`src/conv_seq_pkg.sv`:
```
// package of constants for the simultaneous sample conversion sequencer
package conv_seq_pkg;
    localparam int NUM_CH = 4;
    localparam int DATA_W = 12;
    localparam int CLK_MHZ = 40;
    // per-channel conversion time in nanoseconds
    localparam int CONV_TIME_NS = 1650;
    localparam int CONV_CYCLES = (CONV_TIME_NS * CLK_MHZ + 999) / 1000;
    // external conversion clock edges per channel (one result bit each plus overhead)
    localparam int EXT_EDGES = 14;
    localparam int EOC_PULSE_CYCLES = 2;
    // register map
    localparam logic [3:0] ADDR_RESULT0 = 4'h0;
    localparam logic [3:0] ADDR_RESULT3 = 4'h3;
    localparam logic [3:0] ADDR_CHSEL = 4'h4;
    localparam logic [3:0] ADDR_STATUS = 4'h5;
    localparam logic [3:0] ADDR_IRQ_STAT = 4'h6;
    localparam logic [3:0] ADDR_IRQ_MASK = 4'h7;
    localparam logic [3:0] CHSEL_RESET = 4'h0;
    localparam int IRQ_EOC_BIT = 0;
    localparam int IRQ_DONE_BIT = 1;
    localparam int IRQ_IGNORED_BIT = 2;
    typedef enum logic [1:0] {ST_IDLE, ST_PICK, ST_CONV} seq_state_t;
endpackage : conv_seq_pkg

```
`src/conv_seq.sv`:
```
// conversion sequencer: start capture, channel walk, results, avalon slave, interrupts
// Function
// RULE1: a rising edge on conversion start holds all four track/holds and starts a sequence over the selected channels.
// RULE2: selection comes from the hardware pins when the source input is zero, else from the select register.
// RULE3: the selection is latched at the start edge and held for the whole sequence.
// RULE4: busy rises with the start edge and stays high for the whole sequence.
// RULE5: after the last selected channel busy falls and all track/holds return to track together.
// RULE6: every channel conversion completion is signalled on the end-of-conversion output.
// RULE7: the internal clock is used by default and the external clock input when clock source select is high.
// RULE8: with the internal clock each channel takes 1.65 us, so sequence length scales with channel count.
// RULE9: the host may read results once busy falls or one at a time after each end-of-conversion.
// RULE10: the host should not read during a conversion or in the 100 ns before the next start edge.
// RULE11: the host waits 350 ns acquisition time after a sequence ends before the next start.
// RULE12: each result is moved as one 12-bit word over the data bus.
// RULE13: the host writes the channel select register with an ordinary write on the four low data bits.
// RULE14: selected channels are converted in ascending channel order.
// RULE15: the low four write data bits land in the select register, bit 0 for channel 1 and bit 3 for channel 4.
// RULE16: each conversion end is marked by a short low pulse on the active-low end-of-conversion output.
// RULE17: a start edge that arrives while busy is high is ignored.
//
// Chosen here: register access over Avalon-MM and the placing of the registers.
`timescale 1ns/1ps
module conv_seq
    import conv_seq_pkg::*;
#(
    parameter int CONV_CYC = CONV_CYCLES,
    parameter int EXT_EDG = EXT_EDGES
) (
    // clock and reset
    input wire logic core_clk,
    input wire logic nrst,
    // converter pins
    input wire logic conversionStart_n,
    input wire logic [NUM_CH-1:0] hwChannelPins,
    input wire logic selSource,
    input wire logic clockSourceSelect,
    input wire logic externalClockInput,
    // conversion datapath
    input wire logic [DATA_W-1:0] adcResult,
    output logic [NUM_CH-1:0] holdCh,
    output logic [1:0] convCh,
    output logic busy,
    output logic eoc_n,
    // avalon-mm slave
    input wire logic [3:0] avsAddress,
    input wire logic avsRead,
    input wire logic avsWrite,
    input wire logic [31:0] avsWritedata,
    output logic [31:0] avsReaddata,
    output logic avsWaitrequest,
    // interrupt
    output logic irq
);
    // selects the lowest set channel of a mask
    function automatic logic [1:0] lowestCh(input logic [NUM_CH-1:0] m);
        logic [1:0] r;
        r = 2'h0;
        for (int i = NUM_CH - 1; i >= 0; i--)
        begin
            if (m[i])
            begin
                r = 2'(i);
            end
        end
        return r;
    endfunction : lowestCh

    localparam int CNT_W = $clog2(CONV_CYC + 1) + 1;

    logic [NUM_CH-1:0] pinsSync;
    logic startLowSync;
    logic srcSync;
    logic clkSelSync;
    logic extClkSync;
    logic startPrev_q;
    logic extPrev_q;
    logic startEdge;
    logic extEdge;
    seq_state_t state_q;
    logic [NUM_CH-1:0] chsel_q;
    logic [NUM_CH-1:0] pending_q;
    logic useExt_q;
    logic [CNT_W-1:0] cnt_q;
    logic [1:0] eocCnt_q;
    logic [DATA_W-1:0] result_q [NUM_CH];
    logic [2:0] irqStat_q;
    logic [2:0] irqMask_q;
    logic ackPhase_q;
    logic convDone;
    logic lastCh;
    logic evEoc;
    logic evDone;
    logic evIgnored;
    logic regWrite;

    // every pin crosses two flops before use; start enters inverted so the
    // flops' reset zero reads as the idle-high pin and no false edge follows reset
    sync2 #(.W(NUM_CH + 4)) u_sync (
        .core_clk(core_clk),
        .nrst(nrst),
        .asyncIn({hwChannelPins, ~conversionStart_n, selSource, clockSourceSelect, externalClockInput}),
        .syncOut({pinsSync, startLowSync, srcSync, clkSelSync, extClkSync})
    );

    // edge history of synchronised start and external clock
    always_ff @(posedge core_clk)
    begin
        if (!nrst)
        begin
            startPrev_q <= 1'b0;
            extPrev_q <= 1'b0;
        end
        else
        begin
            startPrev_q <= startLowSync;
            extPrev_q <= extClkSync;
        end
    end

    assign startEdge = !startLowSync && startPrev_q;
    assign extEdge = extClkSync && !extPrev_q;
    // external clock counts its edges, internal counts core cycles
    assign convDone = (state_q == ST_CONV) && (useExt_q ? (extEdge && cnt_q == CNT_W'(EXT_EDG - 1))
                      : (cnt_q == CNT_W'(CONV_CYC - 1))); // RULE7 RULE8
    assign lastCh = (pending_q & ~(NUM_CH'(1) << convCh)) == '0;
    assign evEoc = convDone;
    assign evDone = convDone && lastCh;
    assign evIgnored = startEdge && busy;

    // sequence state machine
    always_ff @(posedge core_clk)
    begin
        if (!nrst)
        begin
            state_q <= ST_IDLE;
            pending_q <= '0;
            busy <= 1'b0;
            holdCh <= '0;
            convCh <= 2'h0;
            useExt_q <= 1'b0;
        end
        else
        begin
            unique case (state_q)
                ST_IDLE:
                begin
                    if (startEdge) // RULE1 RULE17
                    begin
                        // latched mask only loses each finished channel until the sequence ends
                        pending_q <= srcSync ? chsel_q : pinsSync; // RULE2 RULE3
                        useExt_q <= clkSelSync; // RULE7
                        busy <= 1'b1; // RULE4
                        holdCh <= '1; // RULE1
                        state_q <= ST_PICK;
                    end
                end
                ST_PICK:
                begin
                    // an empty mask still gives one busy pulse, nothing converted
                    if (pending_q == '0)
                    begin
                        busy <= 1'b0;
                        holdCh <= '0;
                        state_q <= ST_IDLE;
                    end
                    else
                    begin
                        convCh <= lowestCh(pending_q); // RULE14
                        state_q <= ST_CONV;
                    end
                end
                ST_CONV:
                begin
                    if (convDone)
                    begin
                        pending_q <= pending_q & ~(NUM_CH'(1) << convCh);
                        if (lastCh)
                        begin
                            busy <= 1'b0; // RULE5
                            holdCh <= '0; // RULE5
                            state_q <= ST_IDLE;
                        end
                        else
                        begin
                            convCh <= lowestCh(pending_q & ~(NUM_CH'(1) << convCh)); // RULE14
                        end
                    end
                end
            endcase
        end
    end

    // per channel conversion timer
    always_ff @(posedge core_clk)
    begin
        if (!nrst)
        begin
            cnt_q <= '0;
        end
        else if (state_q != ST_CONV || convDone)
        begin
            cnt_q <= '0;
        end
        else if (!useExt_q || extEdge)
        begin
            cnt_q <= cnt_q + CNT_W'(1); // RULE8
        end
    end

    // short low pulse at every channel end
    always_ff @(posedge core_clk)
    begin
        if (!nrst)
        begin
            eocCnt_q <= 2'h0;
            eoc_n <= 1'b1;
        end
        else if (convDone)
        begin
            eocCnt_q <= 2'(EOC_PULSE_CYCLES - 1);
            eoc_n <= 1'b0; // RULE6 RULE16
        end
        else if (eocCnt_q != 2'h0)
        begin
            eocCnt_q <= eocCnt_q - 2'h1;
        end
        else
        begin
            eoc_n <= 1'b1;
        end
    end

    // result capture per channel, one 12-bit word each
    always_ff @(posedge core_clk)
    begin
        if (!nrst)
        begin
            for (int i = 0; i < NUM_CH; i++)
            begin
                result_q[i] <= '0;
            end
        end
        else if (convDone)
        begin
            result_q[convCh] <= adcResult; // RULE12
        end
    end

    // one wait cycle per access keeps read data registered;
    // waitrequest is a flop, high while idle, low only in the acknowledge cycle
    always_ff @(posedge core_clk)
    begin
        if (!nrst)
        begin
            ackPhase_q <= 1'b0;
            avsWaitrequest <= 1'b1;
        end
        else
        begin
            ackPhase_q <= (avsRead || avsWrite) && !ackPhase_q;
            avsWaitrequest <= !((avsRead || avsWrite) && !ackPhase_q);
        end
    end

    assign regWrite = avsWrite && ackPhase_q;

    // channel select register and interrupt mask
    always_ff @(posedge core_clk)
    begin
        if (!nrst)
        begin
            chsel_q <= CHSEL_RESET;
            irqMask_q <= '0;
        end
        else if (regWrite)
        begin
            if (avsAddress == ADDR_CHSEL)
            begin
                chsel_q <= avsWritedata[NUM_CH-1:0]; // RULE13 RULE15
            end
            if (avsAddress == ADDR_IRQ_MASK)
            begin
                irqMask_q <= avsWritedata[2:0];
            end
        end
    end

    // sticky events, set beats write-one-to-clear
    always_ff @(posedge core_clk)
    begin
        if (!nrst)
        begin
            irqStat_q <= '0;
        end
        else
        begin
            irqStat_q <= (irqStat_q & ~((regWrite && avsAddress == ADDR_IRQ_STAT) ? avsWritedata[2:0] : 3'h0))
                         | {evIgnored, evDone, evEoc};
        end
    end

    always_ff @(posedge core_clk)
    begin
        if (!nrst)
        begin
            irq <= 1'b0;
        end
        else
        begin
            irq <= |(irqStat_q & irqMask_q);
        end
    end

    // read mux, unmapped reads zero
    always_ff @(posedge core_clk)
    begin
        if (!nrst)
        begin
            avsReaddata <= '0;
        end
        else if (avsRead && !ackPhase_q)
        begin
            if (avsAddress <= ADDR_RESULT3)
            begin
                avsReaddata <= {20'h0, result_q[avsAddress[1:0]]}; // RULE12
            end
            else if (avsAddress == ADDR_CHSEL)
            begin
                avsReaddata <= {28'h0, chsel_q};
            end
            else if (avsAddress == ADDR_STATUS)
            begin
                avsReaddata <= {24'h0, pending_q, convCh, eoc_n, busy};
            end
            else if (avsAddress == ADDR_IRQ_STAT)
            begin
                avsReaddata <= {29'h0, irqStat_q};
            end
            else if (avsAddress == ADDR_IRQ_MASK)
            begin
                avsReaddata <= {29'h0, irqMask_q};
            end
            else
            begin
                avsReaddata <= '0;
            end
        end
    end

    // busy falls in the same cycle as track/holds release
    property p_busyHold;
        @(posedge core_clk) disable iff (!nrst) busy == (holdCh == '1);
    endproperty
    a_busyHold: assert property (p_busyHold) else $error("busy and hold disagree"); // RULE5

    property p_startBusy;
        @(posedge core_clk) disable iff (!nrst) (startEdge && state_q == ST_IDLE) |=> busy && holdCh == '1;
    endproperty
    a_startBusy: assert property (p_startBusy) else $error("start did not raise busy"); // RULE4

    property p_ignore;
        @(posedge core_clk) disable iff (!nrst) (startEdge && busy) |=> $stable(pending_q) || $past(convDone);
    endproperty
    a_ignore: assert property (p_ignore) else $error("start in busy altered sequence"); // RULE17

    property p_eocPulse;
        @(posedge core_clk) disable iff (!nrst) convDone |=> !eoc_n [*2] ##1 eoc_n;
    endproperty
    a_eocPulse: assert property (p_eocPulse) else $error("eoc pulse width wrong"); // RULE16

    property p_intTime;
        @(posedge core_clk) disable iff (!nrst) (state_q == ST_CONV && !useExt_q && cnt_q == '0)
            |-> ##(CONV_CYC - 1) convDone;
    endproperty
    a_intTime: assert property (p_intTime) else $error("conversion time wrong"); // RULE8

    property p_order;
        @(posedge core_clk) disable iff (!nrst) (state_q == ST_CONV) |-> (pending_q & ((NUM_CH'(1) << convCh) - NUM_CH'(1))) == '0;
    endproperty
    a_order: assert property (p_order) else $error("channel order not ascending"); // RULE14

    property p_chsel;
        @(posedge core_clk) disable iff (!nrst) (regWrite && avsAddress == ADDR_CHSEL) |=> chsel_q == $past(avsWritedata[3:0]);
    endproperty
    a_chsel: assert property (p_chsel) else $error("select register not written"); // RULE15

    property p_src;
        @(posedge core_clk) disable iff (!nrst) (startEdge && state_q == ST_IDLE)
            |=> pending_q == ($past(srcSync) ? $past(chsel_q) : $past(pinsSync));
    endproperty
    a_src: assert property (p_src) else $error("wrong selection source"); // RULE2 RULE3
endmodule : conv_seq

```
`src/sync2.sv`:
```
// two flop synchroniser for a vector of asynchronous inputs
`timescale 1ns/1ps
module sync2 #(
    parameter int W = 1
) (
    // clock and reset
    input wire logic core_clk,
    input wire logic nrst,
    // data
    input wire logic [W-1:0] asyncIn,
    output logic [W-1:0] syncOut
);
    logic [W-1:0] stage1_q;

    // first stage feeds only the second
    always_ff @(posedge core_clk)
    begin
        if (!nrst)
        begin
            stage1_q <= '0;
            syncOut <= '0;
        end
        else
        begin
            stage1_q <= asyncIn;
            syncOut <= stage1_q;
        end
    end
endmodule : sync2

```
`config.mk`:
```
export PLATFORM = sky130hd
export DESIGN_NAME = conv_seq
export DESIGN_NICKNAME = d
export VERILOG_FILES = /design/src/conv_seq_pkg.sv /design/src/conv_seq.sv /design/src/sync2.sv
export SDC_FILE = /design/constraint.sdc
export NUM_CORES = 1
export LEC_CHECK = 0
export BUFFER_PORTS_ARGS = -buffer_cell sky130_fd_sc_hd__buf_2
export CAP_MARGIN = 5
export CORE_ASPECT_RATIO = 1.1
export CORE_MARGIN = 2
export CORE_UTILIZATION = 37
export CTS_CLUSTER_SIZE = 16
export DETAILED_ROUTE_END_ITERATION = 7
export GPL_TIMING_DRIVEN = 0
export PLACE_DENSITY = 0.59
export REMOVE_ABC_BUFFERS = 1
export SLEW_MARGIN = 20
export SYNTH_ARGS = -nofsm -noshare
export SYNTH_HDL_FRONTEND = slang
export SYNTH_HIERARCHICAL = 1
export SYNTH_SLANG_ARGS = --single-unit
```
`constraint.sdc`:
```
create_clock -name core_clk -period 2.7 [get_ports core_clk]
set_clock_uncertainty 0.05 [all_clocks]
set_input_delay 0 -clock core_clk [delete_from_list [all_inputs] [get_ports core_clk]]
set_output_delay 0 -clock core_clk [all_outputs]
set_load 0.005 [all_outputs]
```
==> flow_metrics.tcl, run 1 <==
set metrics [dict create \
    status "completed" \
    finalSetupTns_ns 0 \
    gp_congestion 0.760 \
    ctsHtreeMaxLevel 3 \
    drt-total-wl_um 10800 \
    cap_violations 0 \
    place_inst 667 \
    synth-seq-cells 112 \
    finalSetupViolCount 0 \
    dr.pass1.iters 5 \
    syn_area_sq_um 5140 \
    dp_worst_setup_slack_ns -0.117 \
    final_layout_size_suffix_gt1_frac 0.224 \
    p_clk_frac 0.381 \
    insertion_delay_ns 0.36 \
    leakage_nw 2.31 \
    yosysWarningCount 6 \
    clkSlewWorstSetupHoldPaths_ns 0.08 \
    final_cells 711 \
    yosysSeqAreaShare 0.529 \
    p_sw_mw 0.848 \
    via_per_inst 4.86 \
    hp-class "primary input to flop" \
    synth.area.top_cells "edfxtp_1 (28%), dfxtp_1 (25%), and2_1 (6.7%), mux4_2 (6.6%), buf_4 (3.8%)" \
    numCtsBuffers 9 \
    post-dp-hpwl_um 7200 \
    grt_max_degree 40 \
    rows 45 \
    grt_overflow 0 \
    clock_tree.root_cell "clkbuf_16" \
    synthCells 451 \
    die_h_um 128 \
    drcViolationCount 0 \
    drv_slew 0 \
    crit_required_ns 2.71 \
    clock_path_buffers 2 \
    ys.flop_type "dfxtp_1" \
    cts_tree "yes" \
    io_buffers 53 \
    fin_ws_ns 0.122 \
    crit_type "flop to flop" \
    diodes 0 \
    max_slew_margin 0.325 \
    worst_slew_pin_slew_ns 1.01 \
    finalNetCount 584 \
    holdWs_ns 0.0379 \
    die_area_sq_um 14900 \
    placed_area_sq_um 5470 \
    fin_crit_ns 2.58 \
    drt_iter0_drc 226 \
    post-route-period-util 0.955 \
    synth-edff-count 48 \
    syn_avg_cell_area_sq_um 11.4 \
    critPathCaptureType "flop" \
    ioPinCount 102 \
    synth_top_area_cell "edfxtp_1" \
    final-hold-violation-count 0 \
    grt_setup_unrepaired "false" \
    internal-power_mw 2.74 \
    grt_pass1_wl_um 17300 \
    die_w_um 116 \
    initial_core_util 0.376 \
    cts.sinks 112 \
    core_sq_um 13700 \
    final_antenna_net_count 0 \
    grt_use_total 0.153 \
    async_reset_ff_frac 0 \
    vias 3458 \
    grt_pass1_vias 3454 \
    ir_drop_v 0.000275 \
    seqPwrFrac 0.520 \
    fillers 1278 \
    p_sw_frac 0.236 \
    timing.fmax_mhz 388 \
    routedWlPerCell_um 15.2 \
    critical_path_peak_fanout 9 \
    fin_area_sq_um 6100 \
    ys_types 57 \
    pwr-share-comb 0.099 \
    antenna_found_initial 0 \
    p_per_area_nw_per_um2 589 \
    area_delta_synth_final_pct 18.5 \
    start_kind "flop" \
    p_total_mw 3.59 \
    worst_ep_arrival_time_ns 2.59 \
    synth_top_area_share 0.280 \
    finish.utilization 0.446 \
]
==> Yosys cell counts (all sizes together), types with 7 or more instances <==
master and n:
a22oi 13, dfxtp 64, edfxtp 48, buf 33, a21oi 7, inv 15, nor3 7, mux4 15
nand2 24, nand3 9, clkbuf 13, xor2 7, mux2i 15, o21ai 11, nor2 40, nand2b 7
and2 67
==> kinds of logic after synthesis <==
kind of cell | after synthesis | synth area share
simple gates | 169 | 0.184
flops | 112 | 0.529
buf+inv | 62 | 0.0681
compound gates | 57 | 0.0810
mux | 36 | 0.108
xor+xnor | 8 | 0.0136
fa+ha+maj | 6 | 0.0146
other cells | 1 | 0.000729
==> power groups by stage <==
| stage | Clock (mW) | Sequential (mW) | Combinational (mW) |
|---|---|---|---|
| 2_1_floorplan | 0 | 1.90 | 0.181 |
| 3_3_place_gp | 0 | 1.90 | 0.302 |
| 3_5_place_dp | 0 | 1.91 | 0.314 |
| 4_1_cts | 1.39 | 1.87 | 0.350 |
| 5_1_grt | 1.46 | 1.87 | 0.399 |
| 6_report | 1.37 | 1.87 | 0.354 |
==> worst max-delay path, cell delays in order, from the launching register on <==
cell,delay (ns)
dfxtp_1,0.40
ha_1,0.16
or4b_1,0.50
a221oi_4,0.35
nand2_1,0.31
o21ai_4,0.32
buf_6,0.20
==> repair_timing <==
item | CTS | global route
resized for setup | 1 | 1
setup endpoints to repair | 24 | 21
pin swaps | 1 | 1
buffers inserted | 1 | 1
hold buffers | 26 | 0
endpoints found under the hold margin | 68 | 0
==> placed cells by master (no fill, tap or decap), drive strengths merged, types with 5 or more instances in the layout <==
cell	n
a22oi	13
nand2	24
edfxtp	48
nor3	7
dfxtp	64
xor2	7
buf	57
clkbuf	10
mux2	6
inv	17
o21ai	11
dlygate4sd3	26
and2	67
nor2	40
nand2b	7
mux2i	15
nand3	9
conb	20
o31ai	5
mux4	15
ha	6
a21oi	7
==> registers in the layout, indices dropped and copies added (netlist names), 2 cells and up <==
| signal | cells |
|---|---|
| result_q | 48 |
| avsReaddata | 12 |
| cnt_q | 8 |
| u_sync/stage1_q | 8 |
| u_sync/syncOut | 8 |
| chsel_q | 4 |
| pending_q | 4 |
| irqMask_q | 3 |
| irqStat_q | 3 |
| convCh | 2 |
| eocCnt_q | 2 |
| state_q | 2 |
==> worst paths after layout <==
kind | slack [ns] | to | cells past startpoint | start
min reg2reg | 0.39 | u_sync/syncOut[3]$_SDFF_PN0_ | 1 | u_sync/stage1_q[3]$_SDFF_PN0_
max | 0.12 | result_q[3][3]$_DFFE_PP_ | 6 | cnt_q[0]$_SDFFE_PP0P_
min | 0.04 | avsReaddata[8]$_SDFFE_PN0P_ | 4 | avsAddress[3]
max reg2reg | 0.12 | result_q[3][3]$_DFFE_PP_ | 6 | cnt_q[0]$_SDFFE_PP0P_
==> metal layers <==
metal  GRT usage  vias up  wire (um)
met5           0        -          0
met1       0.194     1679       4870
met2       0.260       84       5290
li1            -     1680          -
met4      0.0574        0        188
met3      0.0280       15        472
==> area by class of cell <==
type                    count  area [sq um]  area share
repair buffers             83           588      0.0965
clock buffers              10           229      0.0376
well taps                 188           235      0.0386
multi-input cells         296          2180       0.358
flip-flops and latches    112          2720       0.447
clock inverters             6          80.1      0.0131
inverters                  16          60.1     0.00985
(Power assumes the default switching activity.)
==> run 2: changes to the inputs <==
--- a/config.mk
+++ b/config.mk
@@ -13,7 +13,7 @@
 export CTS_CLUSTER_SIZE = 16
 export DETAILED_ROUTE_END_ITERATION = 7
 export GPL_TIMING_DRIVEN = 0
-export PLACE_DENSITY = 0.59
+export PLACE_DENSITY = 0.56
 export REMOVE_ABC_BUFFERS = 1
 export SLEW_MARGIN = 20
 export SYNTH_ARGS = -nofsm -noshare
==> constraint.sdc (replaced) <==
create_clock -name core_clk -period 2.9 [get_ports core_clk]
set_clock_uncertainty 0.05 [all_clocks]
set_input_delay 0 -clock core_clk [delete_from_list [all_inputs] [get_ports core_clk]]
set_output_delay 0 -clock core_clk [all_outputs]
set_load 0.005 [all_outputs]
==> flow_metrics.tcl, run 2 (same netlist as run 1, synthesis figures left out) <==
set metrics [dict create \
    fin_crit_ns 2.57 \
    ir_drop_v 0.000287 \
    core_sq_um 13700 \
    drcViolationCount 0 \
    path_cells "ha_1, or4b_1, a221oi_4, nand2_1, o21ai_2, buf_6" \
    largest_reg_flops 48 \
    placed_area_sq_um 5490 \
    worst_slew_pin_slew_ns 1.03 \
    p_sw_frac 0.238 \
    clkSlewWorstSetupHoldPaths_ns 0.07 \
    cap_violations 0 \
    worst_ep_arrival_time_ns 2.58 \
    seqPwrFrac 0.534 \
    crit_required_ns 2.90 \
    rows 45 \
    rrSetupSlack_ns 0.33 \
    hp-start "avsAddress[3]" \
    clock_path_buffers 2 \
    p_per_area_nw_per_um2 538 \
    antenna_found_initial 0 \
    crit_path_end "result_q[2][3]$_SDFFCE_PN0P_" \
    clock_tree.root_cell "clkbuf_16" \
    largestRegisters "result_q: 48 flops, avsReaddata: 12 flops" \
    critPathCaptureType "flop" \
    drt-total-wl_um 10600 \
    dr.pass1.iters 4 \
    rr_endpoint "result_q[2][3]$_SDFFCE_PN0P_" \
    cts.sinks 112 \
    critPathMaxStageDelay_ns 0.50 \
    pwr-share-comb 0.097 \
    routedWlPerCell_um 14.9 \
    post_cts_resized 0 \
    internal-power_mw 2.48 \
    timing.fmax_mhz 388 \
    area_delta_synth_final_pct 17.6 \
    reg2regPathDepth 6 \
    grt_use_total 0.151 \
    final-hold-violation-count 0 \
    hp-class "primary input to flop" \
    insertion_delay_ns 0.35 \
    drv_slew 0 \
    ioPinCount 102 \
    status "completed" \
    finalSetupTns_ns 0 \
    max_slew_margin 0.313 \
    finalNetCount 584 \
    gp_congestion 0.750 \
    die_area_sq_um 14900 \
    via_per_inst 4.75 \
    final_common_cell "dfxtp_1" \
    die_w_um 116 \
    cp_num_cells 6 \
    finalSetupViolCount 0 \
    critPathSlowestCell "or4b_1" \
    grt_pass1_vias 3363 \
    finish.utilization 0.442 \
    final_layout_size_suffix_gt1_frac 0.226 \
    p_clk_frac 0.369 \
    final_antenna_net_count 0 \
    post-dp-hpwl_um 7260 \
    start_kind "flop" \
    r2r_start "cnt_q[0]$_SDFFE_PP0P_" \
    startpoint "cnt_q[0]$_SDFFE_PP0P_" \
    leakage_nw 2.29 \
    grt_overflow 0 \
    critical_path_peak_fanout 9 \
    die_h_um 128 \
    cpLargestDelayFamily "simple AND/OR/NAND/NOR gates" \
    vias 3376 \
    initial_core_util 0.376 \
    cts_tree "yes" \
    numCtsBuffers 9 \
    ctsHtreeMaxLevel 3 \
    grt_pass1_wl_um 17000 \
    mostFrequentLayoutCells "dfxtp_1 (64), and2_1 (55), buf_2 (53)" \
    p_sw_mw 0.773 \
    io_buffers 53 \
    fin_area_sq_um 6050 \
    post-route-period-util 0.888 \
    largest-register "result_q" \
    grt_setup_unrepaired "false" \
    grt_max_degree 40 \
    crit_type "flop to flop" \
    drt_iter0_drc 225 \
    cp_num_buf_inv 1 \
    diodes 0 \
]
run 2: power by group through the flow:
stage	combinational, mW	sequential, mW	clock (mW)
floorplan	0.169	1.77	0
global placement	0.279	1.77	0
detailed placement	0.293	1.78	0
CTS	0.320	1.74	1.23
global route	0.355	1.75	1.29
finish	0.316	1.74	1.20
run 2: tightest hold or removal path: cells and delay by family:
family / cells / cell delay (ns)
buffers and inverters: 1 / 0.11
and+or+nand+nor: 2 / 0.14
AOI/OAI and AO/OA: 1 / 0.15
run 2: layout make-up:
cell class                 instances  area [sq um]
fill                            1313          7640
sequential                       112          2720
multi-input combinational        296          2170
timing repair buffer              83           571
clock buffer                      10           239
tap                              188           235
inverter                          16          60.1
clock inverter                     6          52.6
run 2: worst min-delay path by stage:
stage,endpoint,slack (ns),cells after the start
floorplan,eoc_n$_SDFFE_PN1P_,0.04,1
global placement,u_sync/stage1_q[1]$_SDFF_PN0_,0.17,2
detailed placement,u_sync/stage1_q[4]$_SDFF_PN0_,0.17,2
CTS,avsReaddata[9]$_SDFFE_PN0P_,0.03,4
global route,avsReaddata[10]$_SDFFE_PN0P_,0.06,4
finish,avsReaddata[9]$_SDFFE_PN0P_,0.06,4
run 2: per-stage QoR:
step	power, mW	setup slack, ns	std cells	hold WS [ns]
floorplan	1.94	0.00968	424	0.0419
global placement	2.05	-0.937	665	0.170
detailed placement	2.07	0.219	669	0.174
CTS	3.29	0.269	711	0.0348
global route	3.39	0.128	711	0.0639
finish	3.25	0.325	711	0.0637
run 2: routing by layer:
layer  GRT usage  up-vias  wire (um)
li1            -     1689          -
met1       0.195     1618       4920
met2       0.258       65       5260
met3      0.0237        4        318
met4      0.0476        0         85
met5           0        -          0
run 2: repair_timing:
item / CTS / global route
hold buffers: 26 / 0
hold endpoints to repair: 68 / 0
setup endpoints to repair: 0 / 0
setup buffers: 0 / 0
